`src/shared/vrsel_pkg.sv`:
```
package vrsel_pkg;

    // ==========================================================
    // Register map: indices, byte address is four times index
    localparam int VRSEL_ADDR_W = 8;
    localparam int VRSEL_REG_W = 8;
    localparam logic [VRSEL_ADDR_W-1:0] VRSEL_ADC_IDX = 8'h00;
    localparam logic [VRSEL_ADDR_W-1:0] VRSEL_DAC_IDX = 8'h02;
    localparam logic [VRSEL_ADDR_W-1:0] VRSEL_CMP_IDX = 8'h04;
    localparam logic [VRSEL_ADDR_W-1:0] VRSEL_STAT_IDX = 8'h06;
    localparam logic [VRSEL_ADDR_W-1:0] VRSEL_ADC_ADDR = VRSEL_ADC_IDX << 2;
    localparam logic [VRSEL_ADDR_W-1:0] VRSEL_DAC_ADDR = VRSEL_DAC_IDX << 2;
    localparam logic [VRSEL_ADDR_W-1:0] VRSEL_CMP_ADDR = VRSEL_CMP_IDX << 2;
    localparam logic [VRSEL_ADDR_W-1:0] VRSEL_STAT_ADDR =
        VRSEL_STAT_IDX << 2;

    // ==========================================================
    // Field layout and reset values
    localparam int VRSEL_FORCE_BIT = 7;
    localparam int VRSEL_LVL_HI = 2;
    localparam int VRSEL_LVL_LO = 0;
    localparam int VRSEL_RSVD_HI = 6;
    localparam int VRSEL_RSVD_LO = 3;
    localparam logic [VRSEL_REG_W-1:0] VRSEL_CTRL_RESET = 8'h00;
    localparam logic [VRSEL_REG_W-1:0] VRSEL_CTRL_WMASK = 8'h87;
    localparam int VRSEL_STAT_EN_LO = 0;
    localparam int VRSEL_STAT_RSVD_LO = 8;

    // ==========================================================
    // Level-select codes
    typedef enum logic [2:0] {
        VRSEL_INTERNAL_LEVEL_LOWEST = 3'b000,
        VRSEL_INTERNAL_LEVEL_SECOND = 3'b001,
        VRSEL_INTERNAL_LEVEL_HIGHEST = 3'b010,
        VRSEL_INTERNAL_LEVEL_MID = 3'b011,
        VRSEL_LEVEL_RSVD_A = 3'b100,
        VRSEL_LEVEL_SUPPLY = 3'b101,
        VRSEL_LEVEL_EXT_PIN = 3'b110,
        VRSEL_LEVEL_RSVD_B = 3'b111
    } vrsel_level_t;

    // ==========================================================
    // Reference source control toward the analog side
    typedef struct packed {
        logic enable;
        logic [2:0] level_select;
        logic internal;
        logic supply;
        logic external_reference_pin;
        logic reserved_code;
    } vrsel_ref_t;

endpackage

```
`src/rtl/vrsel_chan.sv`:
```
`timescale 1ns/1ns
`default_nettype none

module vrsel_chan
    import vrsel_pkg::*;
(
    input wire logic clk_i,
    input wire logic rst_b_i,
    input wire logic wr_i,
    input wire logic [VRSEL_REG_W-1:0] wdata_i,
    input wire logic req_i,
    output logic [VRSEL_REG_W-1:0] ctrl_o,
    output vrsel_ref_t ref_o
);

    // ==========================================================
    // Control register
    always_ff @(posedge clk_i or negedge rst_b_i) begin
        if (!rst_b_i) begin
            ctrl_o <= VRSEL_CTRL_RESET;
        end else if (wr_i) begin
            ctrl_o <= wdata_i & VRSEL_CTRL_WMASK;
        end
    end

    // ==========================================================
    // Enable and source routing
    always_ff @(posedge clk_i or negedge rst_b_i) begin
        if (!rst_b_i) begin
            ref_o <= '0;
        end else begin
            ref_o.enable <= req_i | ctrl_o[VRSEL_FORCE_BIT];
            ref_o.level_select <= ctrl_o[VRSEL_LVL_HI:VRSEL_LVL_LO];
            ref_o.internal <= 1'b0;
            ref_o.supply <= 1'b0;
            ref_o.external_reference_pin <= 1'b0;
            ref_o.reserved_code <= 1'b0;
            // Reserved codes route nothing rather than a guess
            case (vrsel_level_t'(ctrl_o[VRSEL_LVL_HI:VRSEL_LVL_LO]))
                VRSEL_INTERNAL_LEVEL_LOWEST,
                VRSEL_INTERNAL_LEVEL_SECOND,
                VRSEL_INTERNAL_LEVEL_HIGHEST,
                VRSEL_INTERNAL_LEVEL_MID: begin
                    ref_o.internal <= 1'b1;
                end
                VRSEL_LEVEL_SUPPLY: begin
                    ref_o.supply <= 1'b1;
                end
                VRSEL_LEVEL_EXT_PIN: begin
                    ref_o.external_reference_pin <= 1'b1;
                end
                default: begin
                    ref_o.reserved_code <= 1'b1;
                end
            endcase
        end
    end

endmodule

`default_nettype wire

```
`src/rtl/vrsel_regs.sv`:
```
// Register access over APB was decided locally.
`timescale 1ns/1ns
`default_nettype none

module vrsel_regs
    import vrsel_pkg::*;
(
    input wire logic clk_i,
    input wire logic rst_b_i,
    input wire logic psel_i,
    input wire logic penable_i,
    input wire logic pwrite_i,
    input wire logic [VRSEL_ADDR_W-1:0] paddr_i,
    input wire logic [31:0] pwdata_i,
    input wire logic [3:0] pstrb_i,
    output logic [31:0] prdata_o,
    output logic pready_o,
    output logic pslverr_o,
    input wire logic adc_req_i,
    input wire logic dac_req_i,
    input wire logic cmp_req_i,
    output vrsel_ref_t adc_ref_o,
    output vrsel_ref_t dac_ref_o,
    output vrsel_ref_t cmp_ref_o
);

    // ==========================================================
    // Bus phases
    logic setup;
    logic wr_acc;
    logic wr_adc;
    logic wr_dac;
    logic wr_cmp;
    logic [VRSEL_REG_W-1:0] adc_ctrl;
    logic [VRSEL_REG_W-1:0] dac_ctrl;
    logic [VRSEL_REG_W-1:0] cmp_ctrl;
    logic [31:0] status;
    logic [31:0] next_rdata;
    logic next_err;

    assign setup = psel_i && !penable_i;
    // A write lands only on the completing edge of its access phase
    assign wr_acc = psel_i && penable_i && pready_o && pwrite_i &&
        !pslverr_o;
    // Only byte lane 0 carries writable register bits
    assign wr_adc = wr_acc && pstrb_i[0] && (paddr_i == VRSEL_ADC_ADDR);
    assign wr_dac = wr_acc && pstrb_i[0] && (paddr_i == VRSEL_DAC_ADDR);
    assign wr_cmp = wr_acc && pstrb_i[0] && (paddr_i == VRSEL_CMP_ADDR);

    // ==========================================================
    // Reference channels
    vrsel_chan u_adc (
        .clk_i(clk_i),
        .rst_b_i(rst_b_i),
        .wr_i(wr_adc),
        .wdata_i(pwdata_i[VRSEL_REG_W-1:0]),
        .req_i(adc_req_i),
        .ctrl_o(adc_ctrl),
        .ref_o(adc_ref_o)
    );

    vrsel_chan u_dac (
        .clk_i(clk_i),
        .rst_b_i(rst_b_i),
        .wr_i(wr_dac),
        .wdata_i(pwdata_i[VRSEL_REG_W-1:0]),
        .req_i(dac_req_i),
        .ctrl_o(dac_ctrl),
        .ref_o(dac_ref_o)
    );

    vrsel_chan u_cmp (
        .clk_i(clk_i),
        .rst_b_i(rst_b_i),
        .wr_i(wr_cmp),
        .wdata_i(pwdata_i[VRSEL_REG_W-1:0]),
        .req_i(cmp_req_i),
        .ctrl_o(cmp_ctrl),
        .ref_o(cmp_ref_o)
    );

    // ==========================================================
    // Status view of the live sources
    always_comb begin
        status = '0;
        status[VRSEL_STAT_EN_LO] = adc_ref_o.enable;
        status[VRSEL_STAT_EN_LO + 1] = dac_ref_o.enable;
        status[VRSEL_STAT_EN_LO + 2] = cmp_ref_o.enable;
        status[VRSEL_STAT_RSVD_LO] = adc_ref_o.reserved_code;
        status[VRSEL_STAT_RSVD_LO + 1] = dac_ref_o.reserved_code;
        status[VRSEL_STAT_RSVD_LO + 2] = cmp_ref_o.reserved_code;
    end

    // ==========================================================
    // Read decode
    always_comb begin
        next_rdata = '0;
        next_err = 1'b0;
        if (paddr_i == VRSEL_ADC_ADDR) begin
            next_rdata = 32'(adc_ctrl);
        end else if (paddr_i == VRSEL_DAC_ADDR) begin
            next_rdata = 32'(dac_ctrl);
        end else if (paddr_i == VRSEL_CMP_ADDR) begin
            next_rdata = 32'(cmp_ctrl);
        end else if (paddr_i == VRSEL_STAT_ADDR) begin
            next_rdata = status;
        end else begin
            next_err = 1'b1;
        end
    end

    // ==========================================================
    // Answer: one access cycle, no wait states
    always_ff @(posedge clk_i or negedge rst_b_i) begin
        if (!rst_b_i) begin
            pready_o <= 1'b0;
        end else begin
            pready_o <= setup;
        end
    end

    always_ff @(posedge clk_i or negedge rst_b_i) begin
        if (!rst_b_i) begin
            pslverr_o <= 1'b0;
        end else begin
            pslverr_o <= setup && next_err;
        end
    end

    // Data captured at setup so it holds through the access phase
    always_ff @(posedge clk_i or negedge rst_b_i) begin
        if (!rst_b_i) begin
            prdata_o <= '0;
        end else if (setup) begin
            prdata_o <= pwrite_i ? '0 : next_rdata;
        end else if (pready_o) begin
            prdata_o <= '0;
        end
    end

    // ==========================================================
    // Checks
    logic wr_seen;

    always_ff @(posedge clk_i or negedge rst_b_i) begin
        if (!rst_b_i) begin
            wr_seen <= 1'b0;
        end else if (wr_adc || wr_dac || wr_cmp) begin
            wr_seen <= 1'b1;
        end
    end
endmodule

`default_nettype wire

```
`config.mk`:
```
export PLATFORM = sky130hd
export DESIGN_NAME = vrsel_regs
export DESIGN_NICKNAME = d
export VERILOG_FILES = /design/src/shared/vrsel_pkg.sv /design/src/rtl/vrsel_chan.sv /design/src/rtl/vrsel_regs.sv
export SDC_FILE = /design/constraint.sdc
export NUM_CORES = 1
export LEC_CHECK = 0
export CAP_MARGIN = 30
export CORE_ASPECT_RATIO = 1.2
export CORE_UTILIZATION = 45
export CTS_BUF_LIST = sky130_fd_sc_hd__clkbuf_16
export DETAILED_ROUTE_END_ITERATION = 7
export DONT_BUFFER_PORTS = 1
export PLACE_DENSITY = 0.69
export SYNTH_ARGS = -nofsm -noshare
export SYNTH_HDL_FRONTEND = slang
export SYNTH_HIERARCHICAL = 1
export SYNTH_SLANG_ARGS = --single-unit
export TNS_END_PERCENT = 50
```
`constraint.sdc`:
```
create_clock -name clk_i -period 2.1 [get_ports clk_i]
set_clock_uncertainty 0.05 [all_clocks]
set_input_delay 0.315 -clock clk_i [delete_from_list [all_inputs] [get_ports clk_i]]
set_output_delay 0.315 -clock clk_i [all_outputs]
set_load 0.01 [all_outputs]
```
# Word-level counts from Yosys, hierarchy flattened
# Cells that the tools add are included.
# Widths: inputs -> output; s select.
# totals
regBits	70
out_inout_bits	58
input_bits	52
# classes
n_reduce_logical	23
muxes	23
eq_ne	18
bitwise_logic	3
# ops
operator	count
$mux 32	4
$mux 11	3
$eq 3x2->1 const B	6
$eq 3x3->1 const B	6
$reduce_or 6->1	3
$eq 8x5->1 const B	2
$mux 1	16
$reduce_or 4->1	3
$logic_and 1x1->1	10
$eq 3x1->1 const B	3
$logic_not 3->1	3
$eq 8x4->1 const B	1
$logic_not 8->1	1
$or 1x1->1	3
$logic_not 1->1	2
$reduce_bool 2->1	1

# Depth between registers and ports, before layout
# Gate-level depths: netlist of run 1.
# depth
depth_word	7
ltp_mapped	5
depth_no_buf	5

# Modules after synthesis
# Netlist of run 1, hierarchy kept.
# by_module_without_submodules
mod	n_inst	cells_per_inst	area_per_inst_um2	seq_area_each_um2
vrsel_chan	3	29	414.1	300.3
vrsel_regs	1	77	887.1	325.3

# Least setup slack after synthesis of run 1
# OpenSTA, ideal clock, no wires.
# synth_timing
kind	input to register
from	in paddr_i[1]
to	reg u_cmp.ctrl_o[0]
path_buffers	0
path_slack_ns	0.349
setup_ns	0.125
t_arrival_ns	1.576
cell_stages	4
path_cell_list	nor4_4 -> nand4_1 -> nor3b_1 -> mux2_2
# synth_via
elab_chain_cells	2
# synth_rtl
element	line	rtl
start, declared	vrsel_regs.sv:13	input wire logic [VRSEL_ADDR_W-1:0] paddr_i,
$eq 8x5->1	vrsel_regs.sv:48	assign wr_cmp = wr_acc && pstrb_i[0] && (paddr_i == VRSEL_CMP_ADDR);
$logic_and 1x1->1	vrsel_regs.sv:48	
via wr_cmp	vrsel_regs.sv:33	logic wr_cmp;
end signal, assigned	vrsel_chan.sv:22	ctrl_o <= wdata_i & VRSEL_CTRL_WMASK;
end, declared	vrsel_chan.sv:12	output logic [VRSEL_REG_W-1:0] ctrl_o,
# The timed path passes the listed nets, and every way through them passes these cells.
# A chain may end at the register's enable or synchronous reset.

# Worst setup path in the final report of run 1
# layout_timing
from	reg pready_o
to	reg u_cmp.ctrl_o[1]
# layout_via
elab_chain_cells	5
# layout_rtl
element	line	rtl
start, declared	vrsel_regs.sv:17	output logic pready_o,
start signal, assigned	vrsel_regs.sv:118	pready_o <= setup;
$logic_and 1x1->1 (3 in series)	vrsel_regs.sv:43	assign wr_acc = psel_i && penable_i && pready_o && pwrite_i &&
$logic_and 1x1->1 (2 in series)	vrsel_regs.sv:48	
via wr_cmp	vrsel_regs.sv:33	
# The timed path passes the listed nets, and every way through them passes these cells.

==> Implementation_results.wiki, run 1 <==
{| class="wikitable"
! Metric !! Value
|-
| Die area || 5010 um2
|-
| Synth-to-layout area growth || 6.40%
|-
| Fraction of final layout cells sized beyond drive strength 1 || 18.3%
|-
| TritonRoute pass-1 iters || 3
|-
| CTS buffer count || 5
|-
| Post-route cell area || 2270 um2
|-
| Tightest Pin Transition || 812 ps
|-
| Number of failing setup endpoints in the final timing report || 0
|-
| Final-layout worst hold slack || 53.1 ps
|-
| Accumulated negative setup slack || 0 ps
|-
| Layout Utilization || 49.7%
|-
| Maximum vdd ir drop || 358 uV
|-
| Minimum clock period after layout || 1700 ps
|-
| Detailed Route WL || 3.80 mm
|-
| Cell family with most CP delay || simple AND/OR/NAND/NOR gates
|-
| Global-route wire length before repair || 6.13 mm
|-
| Pwr Total || 1.92 mW
|-
| Buffer and inverter count on the worst path || 1
|-
| Cell at the root of the clock tree || sky130_fd_sc_hd__clkbuf_16
|-
| Clock Latency Late Sink || 290 ps
|-
| Yosys warns || 6
|-
| CTS H-tree depth || 2
|-
| Number of antenna violations at the first check in global routing || 0
|-
| Remaining design rule violation count || 0
|-
| End point of the worst hold path || pready_o$_DFF_PN0_
|-
| Wire length per cell || 16.7 um
|-
| Gate Count Post-Synth || 164
|-
| Starting utilization of the core area || 46.7%
|-
| Leakage power || 1.14 nW
|-
| Die H || 77.4 um
|-
| Iteration-0 DRC count of the detailed router || 33
|-
| Core region area || 4560 um2
|-
| GR Overflow Total || 0
|-
| Highest clock rate || 590 MHz
|-
| Final Net Count || 220
|-
| Clock Tree Buf Depth || 2
|-
| ANT cells || 0
|-
| Placed Area || 2060 um2
|-
| Ports || 110
|-
| Sequential share of the synthesized area || 57.6%
|-
| # port buffers || 0
|-
| Die Width || 64.8 um
|-
| Register bit count reported by yosys || 49
|-
| Worst max-slew margin expressed relative to the limit || 45.7%
|-
| Total GRT Usage || 16.8%
|-
| Startpoint-to-endpoint class of the critical path || flop to flop
|-
| Kind of end point of the critical path || flop
|-
| CTS tree || done
|-
| Worst reg2reg path endpoint || u_cmp/ctrl_o[1]$_DFFE_PN0P_
|-
| Startpoint kind of the worst setup timing path || flop
|-
| Arrival time of data at the critical path endpoint || 1820 ps
|-
| Pin count of the biggest net entering global routing || 50
|-
| PostCTS Resize Cnt || 0
|-
| Number of standard-cell rows in the floorplan || 27
|-
| Power density over the cells || 849 nW/um2
|-
| Final cycle utilization of the critical path || 80.8%
|-
| Highest cell delay on the worst timing path || 410 ps
|-
| Total standard cell area after synthesis || 2130 um2
|-
| Clock transition at path regs || 60 ps
|-
| Reg-to-reg startpoint || pready_o$_DFF_PN0_
|-
| Required @ worst endpoint || 2220 ps
|-
| Buffers inserted during post-CTS setup optimization || 0
|-
| DRT antenna net count || 0
|-
| Setup repair after global routing missed its margin || false
|-
| Hpwl dp || 2.70 mm
|-
| Clock sink count || 49
|-
| Library cell contributing the largest single delay on the critical path || sky130_fd_sc_hd__dfrtp_1
|-
| HP Start || penable_i
|-
| Outcome || completed
|-
| Slew Limit Fails || 0
|-
| Overall via count from detail_route || 1129
|-
| Worst reg2reg setup slack || 400 ps
|-
| Cells traversed along the worst timing path || and4_1 > nand4_1 > nor3b_1 > buf_4 > mux2_2
|-
| Synthesized area divided by synthesized cell count || 13.0 um2
|-
| Global placement routability congestion || 0.740
|-
| Final number of hold-violating endpoints || 0
|-
| Number of global-route vias before repair || 1187
|-
| Mean number of vias per cell || 4.97
|-
| Number of maximum-capacitance constraint violations || 0
|-
| Worst R2R Path Depth || 5
|-
| Count of different cell masters after synthesis || 29
|-
| Peak fanout along the critical path || 5
|-
| Worst min-delay path category || primary input to flop
|-
| Hold path depth || 1
|-
| Hold-fix buffer count after cts || 2
|}
## state kept, by name, summed over array words and instances, names as in the netlist
signal,count
u_dac/ctrl_o,4
u_cmp/ctrl_o,4
u_dac/ref_o,8
u_adc/ref_o,8
u_cmp/ref_o,8
u_adc/ctrl_o,4
prdata_o,11
pslverr_o,1
pready_o,1
## power by group
part / internal, mW / total [mW] / switching [mW]
sequential: 0.951 / 0.960 / 0.00883
clock: 0.559 / 0.883 / 0.324
combinational: 0.0269 / 0.0814 / 0.0545
total: 1.54 / 1.92 / 0.387
## cell families (layout without fill, tap and decap cells)
| group | count (synthesis) | in the layout | synth area share [%] |
|---|---|---|---|
| buffers and inverters | 40 | 16 | 13.3 |
| and+or+nand+nor | 31 | 31 | 8.87 |
| AOI/OAI and AO/OA | 20 | 20 | 7.99 |
| DFF | 49 | 49 | 57.6 |
| muxes | 17 | 17 | 10.3 |
| other | 4 | 33 | 0.705 |
| xor gates and xnor gates | 3 | 3 | 1.23 |
## worst max path at each step
stage / start / endpoint / slack, ps / cells past startpoint
2_1_floorplan: paddr_i[1] / u_cmp/ctrl_o[0]$_DFFE_PN0P_ / 350 / 4
3_3_place_gp: paddr_i[1] / u_cmp/ctrl_o[1]$_DFFE_PN0P_ / 380 / 5
3_5_place_dp: paddr_i[1] / u_cmp/ctrl_o[1]$_DFFE_PN0P_ / 380 / 5
4_1_cts: pready_o$_DFF_PN0_ / u_cmp/ctrl_o[1]$_DFFE_PN0P_ / 390 / 5
5_1_grt: pready_o$_DFF_PN0_ / u_cmp/ctrl_o[1]$_DFFE_PN0P_ / 300 / 5
6_report: pready_o$_DFF_PN0_ / u_cmp/ctrl_o[1]$_DFFE_PN0P_ / 400 / 5
## synthesized netlist by cell type
cell type	number	area, um2
sky130_fd_sc_hd__nor2b_2	1	8.76
sky130_fd_sc_hd__nor2b_1	1	6.26
sky130_fd_sc_hd__o2bb2ai_1	5	43.8
sky130_fd_sc_hd__and4b_1	1	10.0
sky130_fd_sc_hd__and4_1	1	8.76
sky130_fd_sc_hd__and2_1	1	6.26
sky130_fd_sc_hd__conb_1	4	15.0
sky130_fd_sc_hd__nor4_4	1	21.3
sky130_fd_sc_hd__or2_2	3	18.8
sky130_fd_sc_hd__buf_2	2	10.0
sky130_fd_sc_hd__xor2_1	3	26.3
sky130_fd_sc_hd__nor3_1	1	5.00
sky130_fd_sc_hd__clkbuf_1	1	3.75
sky130_fd_sc_hd__and2b_1	1	7.51
sky130_fd_sc_hd__mux2_2	9	101
sky130_fd_sc_hd__o21ai_0	3	15.0
sky130_fd_sc_hd__mux4_2	3	67.6
sky130_fd_sc_hd__mux2i_1	5	50.1
sky130_fd_sc_hd__a22o_1	8	70.1
sky130_fd_sc_hd__buf_4	33	248
sky130_fd_sc_hd__inv_1	3	11.3
sky130_fd_sc_hd__a32o_2	3	33.8
sky130_fd_sc_hd__nor3b_1	5	37.5
sky130_fd_sc_hd__nor2_1	8	30.0
sky130_fd_sc_hd__buf_6	1	11.3
sky130_fd_sc_hd__dfrtp_1	49	1230
sky130_fd_sc_hd__nand2_1	6	22.5
sky130_fd_sc_hd__nand4_1	1	6.26
sky130_fd_sc_hd__a21boi_0	1	7.51
## cells in the final DEF, fill, tap and decap left out, drive strengths merged, types with 2 or more instances in the layout
| cell type | synthesis | final |
|---|---|---|
| o21ai | 3 | 3 |
| nor2b | 2 | 2 |
| dfrtp | 49 | 49 |
| xor2 | 3 | 3 |
| a32o | 3 | 3 |
| or2 | 3 | 3 |
| mux4 | 3 | 3 |
| nand2 | 6 | 6 |
| nor3b | 5 | 5 |
| mux2 | 9 | 9 |
| a22o | 8 | 8 |
| nor2 | 8 | 8 |
| clkbuf | 1 | 5 |
| buf | 36 | 4 |
| mux2i | 5 | 5 |
| o2bb2ai | 5 | 5 |
| inv | 3 | 4 |
| conb | 4 | 33 |
## per-stage QoR
step                      setup slack (ps)  std cells
after floorplan                        349        193
after global placement                 382        217
after detailed placement               384        217
after CTS                              390        227
after global routing                   298        227
final                                  404        227
## routing by layer
| metal | track usage, % | share of wire, % | wire (um) |
|---|---|---|---|
| met4 | 10.9 | 3.9 | 150 |
| met5 | 0 | 0 | 0 |
| met3 | 6.47 | 10 | 380 |
| met1 | 19.1 | 38 | 1450 |
| met2 | 26.0 | 48 | 1820 |
## cell type report
class | count | area, um2
fill | 416 | 2290
sequential | 49 | 1230
multi-input combinational | 104 | 728
clock buffer | 5 | 125
tap | 58 | 72.6
timing repair buffer | 5 | 60.1
clock inverter | 3 | 42.5
inverter | 3 | 11.3
Power figures use the tool's default switching activity.
==> inputs of run 2 (changes only) <==
==> constraint.sdc (replaced) <==
create_clock -name clk_i -period 1.7 [get_ports clk_i]
set_clock_uncertainty 0.05 [all_clocks]
set_input_delay 0.255 -clock clk_i [delete_from_list [all_inputs] [get_ports clk_i]]
set_output_delay 0.255 -clock clk_i [all_outputs]
set_load 0.01 [all_outputs]
==> run 2 against run 1 <==
  * Setup slack lost 350 ps
  * Register-to-register slack worse by 350 ps
  * Clock power is 23% higher
  * Count of clock-buffer cells in the layout stayed put
  * Sequential share of layout area is 0.77 points lower
  * Routed wire length is 3.7% higher
  * Critical path depth stayed put
  * Combinational power is 38% higher
  * Non-clock buffer count grew 4
  * Utilization rose by 0.71 points
  * Via count up 2.6%
  * Global-route usage grew 0.11 points
==> Implementation_results.wiki, run 2 (same netlist as run 1, synthesis figures left out) <==
{| class="wikitable"
! Metric !! Value
|-
| CTS tree || done (unchanged)
|-
| Remaining design rule violation count || 0 (unchanged)
|-
| DRT antenna net count || 0 (unchanged)
|-
| Most used cells in the layout excluding fill and tap cells || 49 x sky130_fd_sc_hd__dfrtp_1, 33 x sky130_fd_sc_hd__conb_1, 9 x sky130_fd_sc_hd__mux2_2 (unchanged)
|-
| Startpoint kind of the worst setup timing path || flop (unchanged)
|-
| Leakage power || 1.16 nW (was 1.14 nW)
|-
| Clock transition at path regs || 60 ps (about the same)
|-
| Mean number of vias per cell || 5.01 (was 4.97)
|-
| Library cell contributing the largest single delay on the critical path || sky130_fd_sc_hd__dfrtp_1 (unchanged)
|-
| HP Start || adc_req_i (was penable_i)
|-
| Overall via count from detail_route || 1158 (was 1129)
|-
| Number of maximum-capacitance constraint violations || 0 (unchanged)
|-
| Setup repair after global routing missed its margin || true (was false)
|-
| Die H || 77.4 um (unchanged)
|-
| Switching share of power || 20.1% (about the same)
|-
| Reg-to-reg startpoint || pready_o$_DFF_PN0_ (unchanged)
|-
| Setup crit start || pready_o$_DFF_PN0_ (unchanged)
|-
| Clock Latency Late Sink || 280 ps (was 290 ps)
|-
| Placed Area || 2080 um2 (was 2060 um2)
|-
| Number of global-route vias before repair || 1195 (was 1187)
|-
| Final number of hold-violating endpoints || 0 (unchanged)
|-
| Logic gate share of total power || 4.7% (was 4.2%)
|-
| Clock network power share || 45.6% (was 45.9%)
|-
| Worst min-delay path category || primary input to flop (unchanged)
|-
| Outcome || completed (unchanged)
|-
| Clock sink count || 49 (unchanged)
|-
| Leading cell type in the layout, fill and taps excluded || sky130_fd_sc_hd__dfrtp_1 (unchanged)
|-
| Maximum vdd ir drop || 643 uV (was 358 uV)
|-
| Required @ worst endpoint || 1820 ps (was 2220 ps)
|-
| Kind of end point of the critical path || flop (unchanged)
|-
| CTS buffer count || 5 (unchanged)
|-
| # port buffers || 0 (unchanged)
|-
| Number of failing setup endpoints in the final timing report || 0 (unchanged)
|-
| Minimum clock period after layout || 1640 ps (was 1700 ps)
|-
| Highest clock rate || 608 MHz (was 590 MHz)
|-
| Ports || 110 (unchanged)
|-
| Final Net Count || 224 (was 220)
|-
| Peak fanout along the critical path || 5 (unchanged)
|-
| Final cycle utilization of the critical path || 96.7% (was 80.8%)
|-
| Pin count of the biggest net entering global routing || 50 (unchanged)
|-
| Fraction of power consumed by sequential logic || 49.7% (was 49.9%)
|-
| Number of flip-flops in the largest register || 11 (unchanged)
|-
| Wire length per cell || 17.1 um (was 16.7 um)
|-
| Core region area || 4560 um2 (unchanged)
|-
| Slew Limit Fails || 0 (unchanged)
|-
| Global-route wire length before repair || 6.26 mm (was 6.13 mm)
|-
| Post-route cell area || 2300 um2 (was 2270 um2)
|-
| Worst reg2reg setup slack || 60 ps (was 400 ps)
|-
| Power density over the cells || 1040 nW/um2 (was 849 nW/um2)
|-
| Switching power summed over all nets || 478 uW (was 387 uW)
|-
| Number of antenna violations at the first check in global routing || 0 (unchanged)
|-
| Fraction of final layout cells sized beyond drive strength 1 || 19.7% (was 18.3%)
|-
| Starting utilization of the core area || 46.7% (unchanged)
|-
| ANT cells || 0 (unchanged)
|-
| Iteration-0 DRC count of the detailed router || 46 (was 33)
|-
| Internal Pwr Total || 1.90 mW (was 1.54 mW)
|-
| Highest cell delay on the worst timing path || 350 ps (was 410 ps)
|-
| Number of filler instances in the final layout || 414 (was 416)
|-
| Cells traversed along the worst timing path || and4_1 > nand4_1 > nor3b_1 > buf_4 > mux2_2 (unchanged)
|-
| Die area || 5010 um2 (unchanged)
|-
| Register name with the most flops || prdata_o (unchanged)
|-
| Cell at the root of the clock tree || sky130_fd_sc_hd__clkbuf_16 (unchanged)
|-
| Global placement routability congestion || 0.742 (was 0.740)
|-
| Startpoint-to-endpoint class of the critical path || flop to flop (unchanged)
|-
| Synth-to-layout area growth || 7.93% (was 6.40%)
|-
| TritonRoute pass-1 iters || 4 (was 3)
|-
| Layout Utilization || 50.4% (was 49.7%)
|-
| Accumulated negative setup slack || 0 ps (unchanged)
|-
| GR Overflow Total || 0 (unchanged)
|-
| Detailed Route WL || 3.94 mm (was 3.80 mm)
|-
| Clock Tree Buf Depth || 2 (unchanged)
|-
| Die Width || 64.8 um (unchanged)
|-
| Hpwl dp || 2.79 mm (was 2.70 mm)
|-
| Number of standard-cell rows in the floorplan || 27 (unchanged)
|-
| Arrival time of data at the critical path endpoint || 1760 ps (was 1820 ps)
|-
| Pwr Total || 2.38 mW (was 1.92 mW)
|-
| Total GRT Usage || 16.9% (was 16.8%)
|-
| CTS H-tree depth || 2 (unchanged)
|}
[run 2: critical path: cells and delay by family (launching register included)]
kind | cells | cell delay [ps]
buffers and inverters | 1 | 170
flip-flops | 1 | 350
multiplexers | 1 | 330
AND/OR/NAND/NOR | 3 | 640
[run 2: routing by layer]
layer / GRT usage [%] / vias to the layer above / share of wire, %
met2: 25.9 / 58 / 48
met4: 8.89 / 0 / 3.5
li1: - / 514 / -
met1: 20.3 / 577 / 40
met5: 0 / - / 0
met3: 6.62 / 9 / 8.7
[run 2: path summary, 6_finish.rpt]
kind | end | depth (start not counted)
min in group asynchronous | u_dac/ref_o[2]$_DFF_PN0_ | 2
worst max register to register | u_cmp/ctrl_o[0]$_DFFE_PN0P_ | 5
worst max-delay path | u_cmp/ctrl_o[0]$_DFFE_PN0P_ | 5
max in group asynchronous | prdata_o[4]$_DFFE_PN0P_ | 2
worst min-delay path | u_adc/ref_o[7]$_DFF_PN0_ | 1
worst min register to register | u_adc/ref_o[6]$_DFF_PN0_ | 0
[run 2: layout make-up]
| class | count | area, um2 | share of cell area (%) |
|---|---|---|---|
| Clock buffer | 5 | 125 | 5.44 |
| Clock inverter | 3 | 42.5 | 1.85 |
| Timing Repair Buffer | 9 | 92.6 | 4.03 |
| Sequential cell | 49 | 1230 | 53.3 |
| Tap cell | 58 | 72.6 | 3.16 |
| Inverter | 3 | 11.3 | 0.490 |
| Multi-Input combinational cell | 104 | 728 | 31.7 |
[run 2: timing repair]
action                                 CTS  global route
hold buffers                             3             0
setup buffers                            0             0
resized for setup                        0             0
setup endpoints to repair                0             3
endpoints found under the hold margin   50             0
[run 2: power by group through the flow]
| stage | registers (mW) | logic, mW | clock network (mW) |
|---|---|---|---|
| finish | 1.18 | 0.112 | 1.09 |
| global route | 1.18 | 0.126 | 1.17 |
| CTS | 1.18 | 0.109 | 1.12 |
| detailed placement | 1.21 | 0.0747 | 0 |
| global placement | 1.21 | 0.0725 | 0 |
| floorplan | 1.20 | 0.124 | 0 |
[run 2: through the flow]
step           setup slack (ps)  hold WS, ps  instances
3_3_place_gp               41.1        -89.6        220
6_report                   56.2         29.9        231
2_1_floorplan             -10.8        -90.6        193
3_5_place_dp               6.80        -89.5        220
4_1_cts                    60.0         25.0        231
5_1_grt                   -18.7         20.0        231
